<file path="config.mk">
export PLATFORM = sky130hd
export DESIGN_NAME = serializer_warmup_timing
export DESIGN_NICKNAME = d
export VERILOG_FILES = /design/src/core/warmup_pkg.sv /design/src/core/serializer_clock_divider.sv /design/src/core/serializer_warmup_timing.sv
export VERILOG_INCLUDE_DIRS = /design/src /design/src/core
export SDC_FILE = /design/constraint.sdc
export NUM_CORES = 1
export LEC_CHECK = 0
export BUFFER_PORTS_ARGS = -buffer_cell sky130_fd_sc_hd__buf_4
export CAP_MARGIN = 20
export CORE_ASPECT_RATIO = 1.1
export CORE_MARGIN = 3
export CORE_UTILIZATION = 30
export CTS_CLUSTER_DIAMETER = 200
export DETAILED_ROUTE_END_ITERATION = 12
export RECOVER_POWER = 100
export SLEW_MARGIN = 10
export SYNTH_ARGS = -nofsm -noshare
export SYNTH_HDL_FRONTEND = slang
export SYNTH_SLANG_ARGS = --single-unit
</file>
<file path="constraint.sdc">
create_clock -name clk_in -period 2.55 [get_ports clk_in]
set_clock_uncertainty 0.2 [all_clocks]
set_input_delay 0.255 -clock clk_in [delete_from_list [all_inputs] [get_ports clk_in]]
set_output_delay 0.255 -clock clk_in [all_outputs]
set_load 0.01 [all_outputs]
</file>
<file path="src/core/warmup_params.svh">
/*
 * Offsets, field positions, reset values and scale factors of the
 * serializer warm-up timer. Assumes inclusion by bare name from core/.
 */
`ifndef WARMUP_PARAMS_SVH
`define WARMUP_PARAMS_SVH

// Register offsets on the special function register bus
`define WU_ADDR_DIV_AMP   8'hAE
`define WU_ADDR_OSC       8'hAF

// Reset values
`define WU_RESET_DIV_AMP  8'h00
`define WU_RESET_OSC      8'h00

// Field positions
`define WU_DIV_MSB        7
`define WU_DIV_LSB        4
`define WU_AMP_MSB        3
`define WU_AMP_LSB        0
`define WU_OSC_MSB        3
`define WU_OSC_LSB        0

// Writable bits of the oscillator register, rest reads as zero
`define WU_OSC_WR_MASK    8'h0F

// Serializer clock cycles per count unit
`define WU_DIV_SCALE      4
`define WU_AMP_SCALE      1
`define WU_OSC_SCALE      64

// Widest interval: 64 x 15 = 960 cycles
`define WU_MAX_CYCLES     960

// Number of warmed blocks
`define WU_CHANNELS       3

`endif

</file>
<file path="src/core/warmup_pkg.sv">
/*
 * Types of the serializer warm-up timer.
 * Assumes warmup_params.svh holds the numbers.
 */
`default_nettype none

package warmup_pkg;

    // Sequencer state of the warm-up timer
    typedef enum logic [1:0] {
        ST_IDLE,
        ST_WARM
    } warm_state_t;

    // Channel index into the per-block counters
    typedef enum logic [1:0] {
        CH_DIV,
        CH_AMP,
        CH_OSC
    } warm_channel_t;

endpackage

`default_nettype wire

</file>
<file path="src/core/serializer_clock_divider.sv">
/*
 * Serializer clock enable generator: one tick every divisor+1 system
 * clocks. Assumes the divisor input is on the same clock as clk_in.
 */
`timescale 1ns/1ps
`default_nettype none

module serializer_clock_divider #(
    parameter int DIV_W = 3
) (
    // Clock and reset
    input  wire logic             clk_in,
    input  wire logic             resetn_in,
    // Control
    input  wire logic [DIV_W-1:0] divisor_in,
    input  wire logic             restart_in,
    // Serializer clock tick
    output logic                  tick_out
);

    logic [DIV_W-1:0] cnt_q;
    logic [DIV_W-1:0] cnt_d;
    logic             tick_q;
    logic             tick_d;

    generate
        if (DIV_W < 1) begin : g_chk
            $error("serializer_clock_divider: DIV_W must be at least 1");
        end
    endgenerate

    // Restart aligns the first tick to the trigger, divisor+1 clocks later
    always_comb begin
        cnt_d  = cnt_q + {{(DIV_W-1){1'b0}}, 1'b1};
        tick_d = 1'b0;
        if (restart_in) begin
            cnt_d = '0;
        end else if (cnt_q >= divisor_in) begin
            cnt_d  = '0;
            tick_d = 1'b1;
        end
    end

    // Registered so the tick is glitch free
    always_ff @(posedge clk_in or negedge resetn_in) begin
        if (!resetn_in) begin
            cnt_q  <= '0;
            tick_q <= 1'b0;
        end else begin
            cnt_q  <= cnt_d;
            tick_q <= tick_d;
        end
    end

    assign tick_out = tick_q;

endmodule

`default_nettype wire

</file>
<file path="src/core/serializer_warmup_timing.sv">
/*
 * Warm-up timer of the output data serializer: times the bias-up
 * intervals of the carrier divider, the power amplifier and the tank
 * oscillator before transmission and on each OOK zero-to-one change.
 * Assumes the SFR bus, the serializer controls and the divisor field
 * all come from logic on clk_in.
 */

// Overview of operation
// - The divider is biased for four times its 4-bit count in serializer clock cycles.
// - The amplifier is biased for its 4-bit count taken directly in serializer clock cycles.
// - The tank oscillator is biased for sixty-four times its 4-bit count in serializer clock cycles.
// - Every interval runs before a transmission and again on each OOK zero-to-one symbol change.
// - The upper nibble of the oscillator register reads zero and ignores writes.
// - The serializer clock is the system clock divided by the divisor field plus one, one to eight.
`timescale 1ns/1ps
`default_nettype none
`include "warmup_params.svh"

module serializer_warmup_timing #(
    parameter int CNT_W = 10,
    parameter int DIV_W = 3
) (
    // Clock and reset
    input  wire logic             clk_in,
    input  wire logic             resetn_in,
    // Special function register bus
    input  wire logic [7:0]       sfr_addr_in,
    input  wire logic             sfr_wr_in,
    input  wire logic             sfr_rd_in,
    input  wire logic [7:0]       sfr_wdata_in,
    output logic [7:0]            sfr_rdata_out,
    // Serializer control
    input  wire logic [DIV_W-1:0] serializer_clock_divisor_in,
    input  wire logic             tx_start_in,
    input  wire logic             ook_mode_in,
    input  wire logic             symbol_strobe_in,
    input  wire logic             symbol_bit_in,
    // Bias controls and status
    output logic                  div_warm_out,
    output logic                  amp_warm_out,
    output logic                  osc_warm_out,
    output logic                  warm_busy_out,
    output logic                  warm_done_out
);

    // One counter per warmed block, all three run in parallel
    localparam int NCH = `WU_CHANNELS;

    // Register file
    logic [7:0]                warm_div_amp_q;
    logic [7:0]                warm_div_amp_d;
    logic [7:0]                warm_osc_q;
    logic [7:0]                warm_osc_d;
    logic [7:0]                rdata_q;
    logic [7:0]                rdata_d;

    // Sequencer
    warmup_pkg::warm_state_t   state_q;
    warmup_pkg::warm_state_t   state_d;
    logic                      prev_bit_q;
    logic                      prev_bit_d;
    logic                      done_q;
    logic                      done_d;
    logic                      trigger;
    logic                      tick;
    logic                      any_warm;

    // Per-block counters
    logic [CNT_W-1:0]          load_val [NCH];
    logic [CNT_W-1:0]          cnt_q    [NCH];
    logic [CNT_W-1:0]          cnt_d    [NCH];
    logic [NCH-1:0]            warm;

    // Refuse widths the counters or the divider cannot serve
    generate
        if (CNT_W < $clog2(`WU_MAX_CYCLES + 1)) begin : g_chk_cnt
            $error("serializer_warmup_timing: CNT_W too small for the oscillator interval");
        end
        if (DIV_W != 3) begin : g_chk_div
            $error("serializer_warmup_timing: DIV_W must be 3 for division by one to eight");
        end
    endgenerate

    // Register writes and registered read data
    always_comb begin
        warm_div_amp_d = warm_div_amp_q;
        warm_osc_d     = warm_osc_q;
        rdata_d        = rdata_q;
        if (sfr_wr_in && sfr_addr_in == `WU_ADDR_DIV_AMP) begin
            warm_div_amp_d = sfr_wdata_in;
        end
        if (sfr_wr_in && sfr_addr_in == `WU_ADDR_OSC) begin
            warm_osc_d = sfr_wdata_in & `WU_OSC_WR_MASK;
        end
        if (sfr_rd_in) begin
            unique case (sfr_addr_in)
                `WU_ADDR_DIV_AMP: rdata_d = warm_div_amp_q;
                `WU_ADDR_OSC:     rdata_d = warm_osc_q & `WU_OSC_WR_MASK;
                default:          rdata_d = 8'h00; // Unmapped reads as zero
            endcase
        end
    end

    // Register file flops; read data holds until the next read
    always_ff @(posedge clk_in or negedge resetn_in) begin
        if (!resetn_in) begin
            warm_div_amp_q <= `WU_RESET_DIV_AMP;
            warm_osc_q     <= `WU_RESET_OSC;
            rdata_q        <= 8'h00;
        end else begin
            warm_div_amp_q <= warm_div_amp_d;
            warm_osc_q     <= warm_osc_d;
            rdata_q        <= rdata_d;
        end
    end

    // Serializer clock tick, restarted so each interval begins aligned
    serializer_clock_divider #(
        .DIV_W (DIV_W)
    ) u_ser_clk (
        .clk_in     (clk_in),
        .resetn_in  (resetn_in),
        .divisor_in (serializer_clock_divisor_in),
        .restart_in (trigger),
        .tick_out   (tick)
    );

    // Start of transmission or an OOK zero-to-one change
    assign trigger = tx_start_in
                   || (ook_mode_in && symbol_strobe_in && symbol_bit_in && !prev_bit_q);

    // Interval lengths in serializer cycles
    assign load_val[warmup_pkg::CH_DIV] =
        CNT_W'(`WU_DIV_SCALE * warm_div_amp_q[`WU_DIV_MSB:`WU_DIV_LSB]);
    assign load_val[warmup_pkg::CH_AMP] =
        CNT_W'(`WU_AMP_SCALE * warm_div_amp_q[`WU_AMP_MSB:`WU_AMP_LSB]);
    assign load_val[warmup_pkg::CH_OSC] =
        CNT_W'(`WU_OSC_SCALE * warm_osc_q[`WU_OSC_MSB:`WU_OSC_LSB]);

    // One down counter per warmed block
    genvar gi;
    generate
        for (gi = 0; gi < NCH; gi++) begin : g_ch
            always_comb begin
                cnt_d[gi] = cnt_q[gi];
                if (trigger) begin
                    cnt_d[gi] = load_val[gi];
                end else if (tick && cnt_q[gi] != '0) begin
                    cnt_d[gi] = cnt_q[gi] - CNT_W'(1);
                end
            end

            // Counter flops; a reload beats a pending tick
            always_ff @(posedge clk_in or negedge resetn_in) begin
                if (!resetn_in) begin
                    cnt_q[gi] <= '0;
                end else begin
                    cnt_q[gi] <= cnt_d[gi];
                end
            end

            // A zero count never raises the warm flag
            assign warm[gi] = (cnt_q[gi] != '0);
        end
    endgenerate

    assign any_warm = |warm;

    // Sequencer: busy while any block warms, done pulse when all finish
    always_comb begin
        state_d    = state_q;
        prev_bit_d = prev_bit_q;
        done_d     = 1'b0;
        if (tx_start_in) begin
            prev_bit_d = 1'b1; // Start already covers the first symbol
        end else if (symbol_strobe_in) begin
            prev_bit_d = symbol_bit_in;
        end
        unique case (state_q)
            warmup_pkg::ST_IDLE: begin
                if (trigger) begin
                    state_d = warmup_pkg::ST_WARM;
                end
            end
            warmup_pkg::ST_WARM: begin
                // All zero counts finish at once, no delay
                if (!trigger && !any_warm) begin
                    state_d = warmup_pkg::ST_IDLE;
                    done_d  = 1'b1;
                end
            end
        endcase
    end

    // Sequencer flops; last symbol starts high so reset fakes no rising edge
    always_ff @(posedge clk_in or negedge resetn_in) begin
        if (!resetn_in) begin
            state_q    <= warmup_pkg::ST_IDLE;
            prev_bit_q <= 1'b1;
            done_q     <= 1'b0;
        end else begin
            state_q    <= state_d;
            prev_bit_q <= prev_bit_d;
            done_q     <= done_d;
        end
    end

    // Outputs
    // Bias flags come from counter compares, free of the tick path
    assign sfr_rdata_out = rdata_q;
    assign div_warm_out  = warm[warmup_pkg::CH_DIV];
    assign amp_warm_out  = warm[warmup_pkg::CH_AMP];
    assign osc_warm_out  = warm[warmup_pkg::CH_OSC];
    assign warm_busy_out = (state_q == warmup_pkg::ST_WARM);
    assign warm_done_out = done_q;

endmodule

`default_nettype wire

</file>
Word level (Yosys, flattened, before mapping):

Index checks and enable logic that the tools add are counted.
W data, S select, Z words.

* add/sub/neg operators: 4
* magnitude comparators: 1
* equality and inequality tests: 5
* muxes and demuxes: 18
* reduce and logical (&&, ||, !) cells: 23

Operators by type and width (number)
* $mux W10: 6
* $reduce_bool A10 Y1: 3
* $sub A10 B1 Y10 const B: 3
* $eq A8 B8 Y1 const B: 2
* $pmux W8 S2: 1
* $logic_and A1 B1 Y1: 9
* $reduce_bool A2 Y1: 4
* $mux W1: 6
* $mux W3: 2
* $mux W2: 2
* $pmux W2 S2: 1
* $add A3 B1 Y3 const B: 1
* $ge A3 B3 Y1: 1
* $logic_not A1 Y1: 3
* $reduce_or A3 Y1: 1
* $eq A2 B1 Y1 const B: 1
* $logic_not A2 Y1: 1
* $ne A2 B1 Y1 const B: 1
* $ne A2 B2 Y1 const B: 1
* $reduce_and A2 Y1: 1
* $logic_or A1 B1 Y1: 1

* register bits after elaboration: 58

Depth between registers and ports, before layout:

* depth in word-level cells: 8
* depth in mapped cells: 7
* depth with buffers taken out: 6

Modules after synthesis:

A second synthesis with hierarchy kept.

* cells, all modules: 266
* area total of the unflattened synthesis: 2825.2 um^2

By module, submodules not included
* serializer_warmup_timing: times used 1, cells each 246, area each 2592.5 um^2
* serializer_clock_divider: times used 1, cells each 20, area each 232.7 um^2

Worst setup path before layout:

OpenSTA, ideal clock, no wires.

* path type: register -> register
* from: reg cnt_q[20] (netlist bit)
* to: reg state_q[0]
* arrival: 1.811 ns
* path slack: 0.404 ns
* cell stages (with the launch flop): 7
* path buffers: 0
* clock period less this slack: 2.146 ns
* cells stage by stage: dfrtp_1 -> inv_1 -> ha_1 -> or3b_2 -> or4_4 -> o31ai_1 -> nand2_1

* longest elaborated chain between the ends: 6

RTL lines
* start, declared: line serializer_warmup_timing.sv:71 `logic [CNT_W-1:0] cnt_q [NCH];`
* start signal, assigned by index: line serializer_warmup_timing.sv:159 `cnt_q[gi] <= cnt_d[gi];`
* $reduce_bool A10 Y1: line serializer_warmup_timing.sv:164 `assign warm[gi] = (cnt_q[gi] != '0);`
* named net div_warm_out: line serializer_warmup_timing.sv:40 `output logic div_warm_out,`
* $reduce_or A3 Y1: line serializer_warmup_timing.sv:168 `assign any_warm = |warm;`
* $logic_not A1 Y1: line serializer_warmup_timing.sv:188 `if (!trigger && !any_warm) begin`
* $logic_and A1 B1 Y1: line serializer_warmup_timing.sv:188
* $ne A2 B1 Y1 (no line)
* $reduce_and A2 Y1 (no line)
* end signal, assigned: line serializer_warmup_timing.sv:199 `state_q <= warmup_pkg::ST_IDLE;`
* end signal, assigned: line serializer_warmup_timing.sv:203 `state_q <= state_d;`
* end, declared: line serializer_warmup_timing.sv:59 `warmup_pkg::warm_state_t state_q;`

The timed path passes the listed nets, and every way through them passes these cells.
A chain may end at the register's enable or synchronous reset.

Worst setup path in the final report:

* from: reg cnt_q[20] (netlist bit)
* to: out div_warm_out

* longest elaborated chain between the ends: 1

RTL lines (line)
* $reduce_bool A10 Y1: serializer_warmup_timing.sv:164
* end, declared: serializer_warmup_timing.sv:40

Every way passes these cells.

==> impl_metrics.toml <==
[global_route]
grt_first_pass_wirelength_mm = 10.4
antenna_found_initial = 0
grt_usage_pct = 12.3
gr-total-overflow = 0
grt_max_degree = 58
grt_pass1_vias = 2158

[sta]
finalSetupViolCount = 0
fin_tns_setup_ps = 0
worst_pin_slew_ps = 1400
finalCritPeriodShare_pct = 96.6
hold_viol = 0
fin_ws_ps = 87.9
slew_viol_final = 0
rsz0062_at_grt = "true"
period_needed_ps = 2460
maxSlewHeadroom_pct = 6.46
fmax_ghz = 0.406

[hold_path]
hold_end = "sfr_rdata_out[2]"
hold_start = "sfr_rd_in"
hold_path.class = "in -> reg"
hold_depth = 3

[synth]
muxShareOfSynthArea_pct = 6.58
synthXorXnorAreaFrac_pct = 3.71
syn_area_sq_um = 2830
syn-num-nets = 301
synth_ff_type = "dfrtp_1"
yosys.area.top_type = "dfrtp_1"
synth-simple-area-share_pct = 19.6
synth_area_leaders = "dfrtp_1 (49%), mux2_2 (5.2%), nor2_1 (3.4%)"
synth-edff-count = 0
syn_area_per_cell_sq_um = 10.6
synth_top_family_by_area = "simple AND/OR/NAND/NOR gates"
synth_compound_gate_area_share_pct = 13.7
synthAdderAreaFrac_pct = 3.09
synthCells = 267
synth_top_area_share_pct = 49.5
yosys_warnings = 0
synth_cell_types = 52
ys_ff_latch = 57
async_reset_ff_share_pct = 100
ys_seq_area_share_pct = 50.4

[clock_tree]
ctsRootBufferMaster = "clkbuf_8"
clockBufferDepth = 2
htreeDepth = 3
cts_made_buffers = 9
clock_sinks = 57
cts_tree = "yes"
clkTransAtPathRegs_ps = 60
clk_latency_ps = 340

[setup_path]
critical_path.top_delay_family = "simple AND/OR/NAND/NOR gates"
critPathMaxFanout = 5
critical_path.cell_chain = "inv_2 -> ha_4 -> or3b_2 -> or4_4 -> buf_4"
cp.arrival_ps = 2010
timing.critical_path.buf_inv = 2
critPathCaptureType = "primary output"
cp.required_ps = 2100
cp_slowest_cell = "or4_4"
crit_cells = 5
slowest_delay_ps = 450
rr_startpoint = "prev_bit_q"
cp-start-kind = "flip-flop"
rrSetupSlack_ps = 300
worstSetupPathType = "reg -> out"
reg2reg_to = "cnt_q[12]"
rr_worst_depth = 5

[routing]
avgRoutedWirePerCell_um = 13.7
detail_route.first_pass.iterations = 4
antenna_left = 0
totalWireLength_mm = 6.09
drtIter0Drc = 113
drc = 0
viasPerCell = 4.99
via_count = 2212

[floorplanning]
core-area_sq_um = 9010
start_util_pct = 31.4
die_x_um = 98.6
fp-row-count = 36
die_h_um = 108
dieArea_sq_um = 10600
io_pins = 40

[run_status]
status = "finished clean"

[cells_and_area]
drive_gt1_share_pct = 21.3
areaGrowthSynthToFinish_pct = 25.3
fin_nets = 359
fin_cells = 443
antennaDiodeCount = 0
stdcell_area_sq_um = 3550

[pwr]
powerDensity_nw_per_um2 = 637
p_leak_nw = 1.59
irDropWorstVdd_uv = 296
p_total_w = 0.00226

[placement]
place_inst = 417
gp_congestion = 0.763
hpwl_mm = 4.26
placed_cell_area_sq_um = 3270
pre_cts_slack_ps = 346
io_buffers = 39

[job]
cap_violations = 0
-- cell usage after synthesis, types with 2 or more instances --
| library cell | instances |
|---|---|
| or3b_2 | 2 |
| a21oi_1 | 11 |
| inv_1 | 12 |
| nand2_1 | 19 |
| nor2_1 | 26 |
| xnor2_1 | 6 |
| xor2_1 | 6 |
| nand3_1 | 4 |
| nor4b_1 | 2 |
| ha_1 | 7 |
| o31ai_1 | 5 |
| nand4b_1 | 2 |
| nor2b_1 | 2 |
| o21ai_0 | 8 |
| buf_2 | 2 |
| nor4bb_1 | 2 |
| nor3b_1 | 2 |
| or2_2 | 2 |
| o2bb2ai_1 | 4 |
| nand4bb_1 | 2 |
| or3_1 | 7 |
| nor4_1 | 2 |
| and3_1 | 4 |
| o311ai_0 | 2 |
| dfrtp_1 | 56 |
| a21o_1 | 2 |
| nand2b_1 | 4 |
| mux2_2 | 13 |
| mux2i_1 | 4 |
| nand3b_1 | 2 |
| o211ai_1 | 6 |
| or4_1 | 6 |
| clkbuf_1 | 6 |
| a22o_1 | 4 |
| a31oi_1 | 6 |
-- metrics by stage --
| stage | utilization, % | hold slack (ps) |
|---|---|---|
| after floorplan | - | -241 |
| after global placement | 36.3 | 170 |
| after detailed placement | 36.3 | 162 |
| after CTS | 39.7 | 96.0 |
| after global routing | 39.4 | 131 |
| final | 39.4 | 111 |
-- kinds of logic after synthesis --
family	count (synthesis)
compound gates	56
xor+xnor	12
fa+ha+maj	7
buf+inv	21
flops	57
mux	17
simple gates	97
-- sequential cells by signal, summed over array words and instances (netlist names) --
signal and flops:
u_ser_clk.tick_out 1, warm_div_amp_q 8, sfr_rdata_out 8, warm_osc_q 4, prev_bit_q 1, warm_done_out 1, u_ser_clk.cnt_q 3, cnt_q 30
state_q 1
-- power by group --
| group | leakage, nW | switching [W] | total, W | internal, W |
|---|---|---|---|---|
| Clock | 0.102 | 0.000346 | 0.000842 | 0.000496 |
| Combinational | 0.719 | 0.000209 | 0.000404 | 0.000195 |
| Sequential | 0.772 | 0.0000536 | 0.00101 | 0.000959 |
-- cell type report --
cell class | instances | area (sq um)
multi-input combinational | 189 | 1340
inverter | 12 | 45.0
sequential | 57 | 1430
clock inverter | 3 | 40.0
timing repair buffer | 56 | 394
tap | 114 | 143
fill | 920 | 5460
clock buffer | 12 | 155
-- timing repair --
action / CTS / global route
setup buffers: 0 / 0
hold buffers: 11 / 0
hold endpoints to repair: 69 / 0
gates resized for setup: 0 / 6
endpoints found under the setup margin: 0 / 2
-- worst max-delay path by stage --
| stage | slack [ps] | to | startpoint |
|---|---|---|---|
| detailed placement | 350 | state_q[0] | cnt_q[20] |
| floorplan | 400 | state_q[0] | cnt_q[20] |
| global placement | 390 | osc_warm_out | cnt_q[7] |
| global route | -10 | div_warm_out | cnt_q[20] |
| CTS | 1 | osc_warm_out | cnt_q[6] |
| finish | 90 | div_warm_out | cnt_q[20] |
-- placed cells by master (no fill, tap or decap), drive strengths merged, types with 3 or more instances in the layout --
cell type    instances
xor2                 6
nand2b               4
mux2i                4
a31oi                6
or3b                 3
ha                   7
or4                  7
o2bb2ai              4
nand2               19
a22o                 4
o21ai                8
o211ai               6
inv                 12
nor2                26
nand3                4
and3                 4
mux2                13
nor4                 3
dlygate4sd3         11
clkbuf              28
buf                 29
dfrtp               56
xnor2                6
or3                  7
a21oi               11
o31ai                5
-- routing by layer --
| metal | wire length (um) | vias to the layer above | track usage, % |
|---|---|---|---|
| li1 | - | 1098 | - |
| met1 | 2950 | 1070 | 16.5 |
| met2 | 2830 | 40 | 18.7 |
| met3 | 267 | 4 | 4.47 |
| met4 | 30 | 0 | 3.22 |
| met5 | 0 | - | 0 |
-- worst min-delay path, stage by stage --
cell and delay (ps):
buf_4 80, inv_1 110, o2bb2ai_1 160
(Power assumes the default switching activity.)
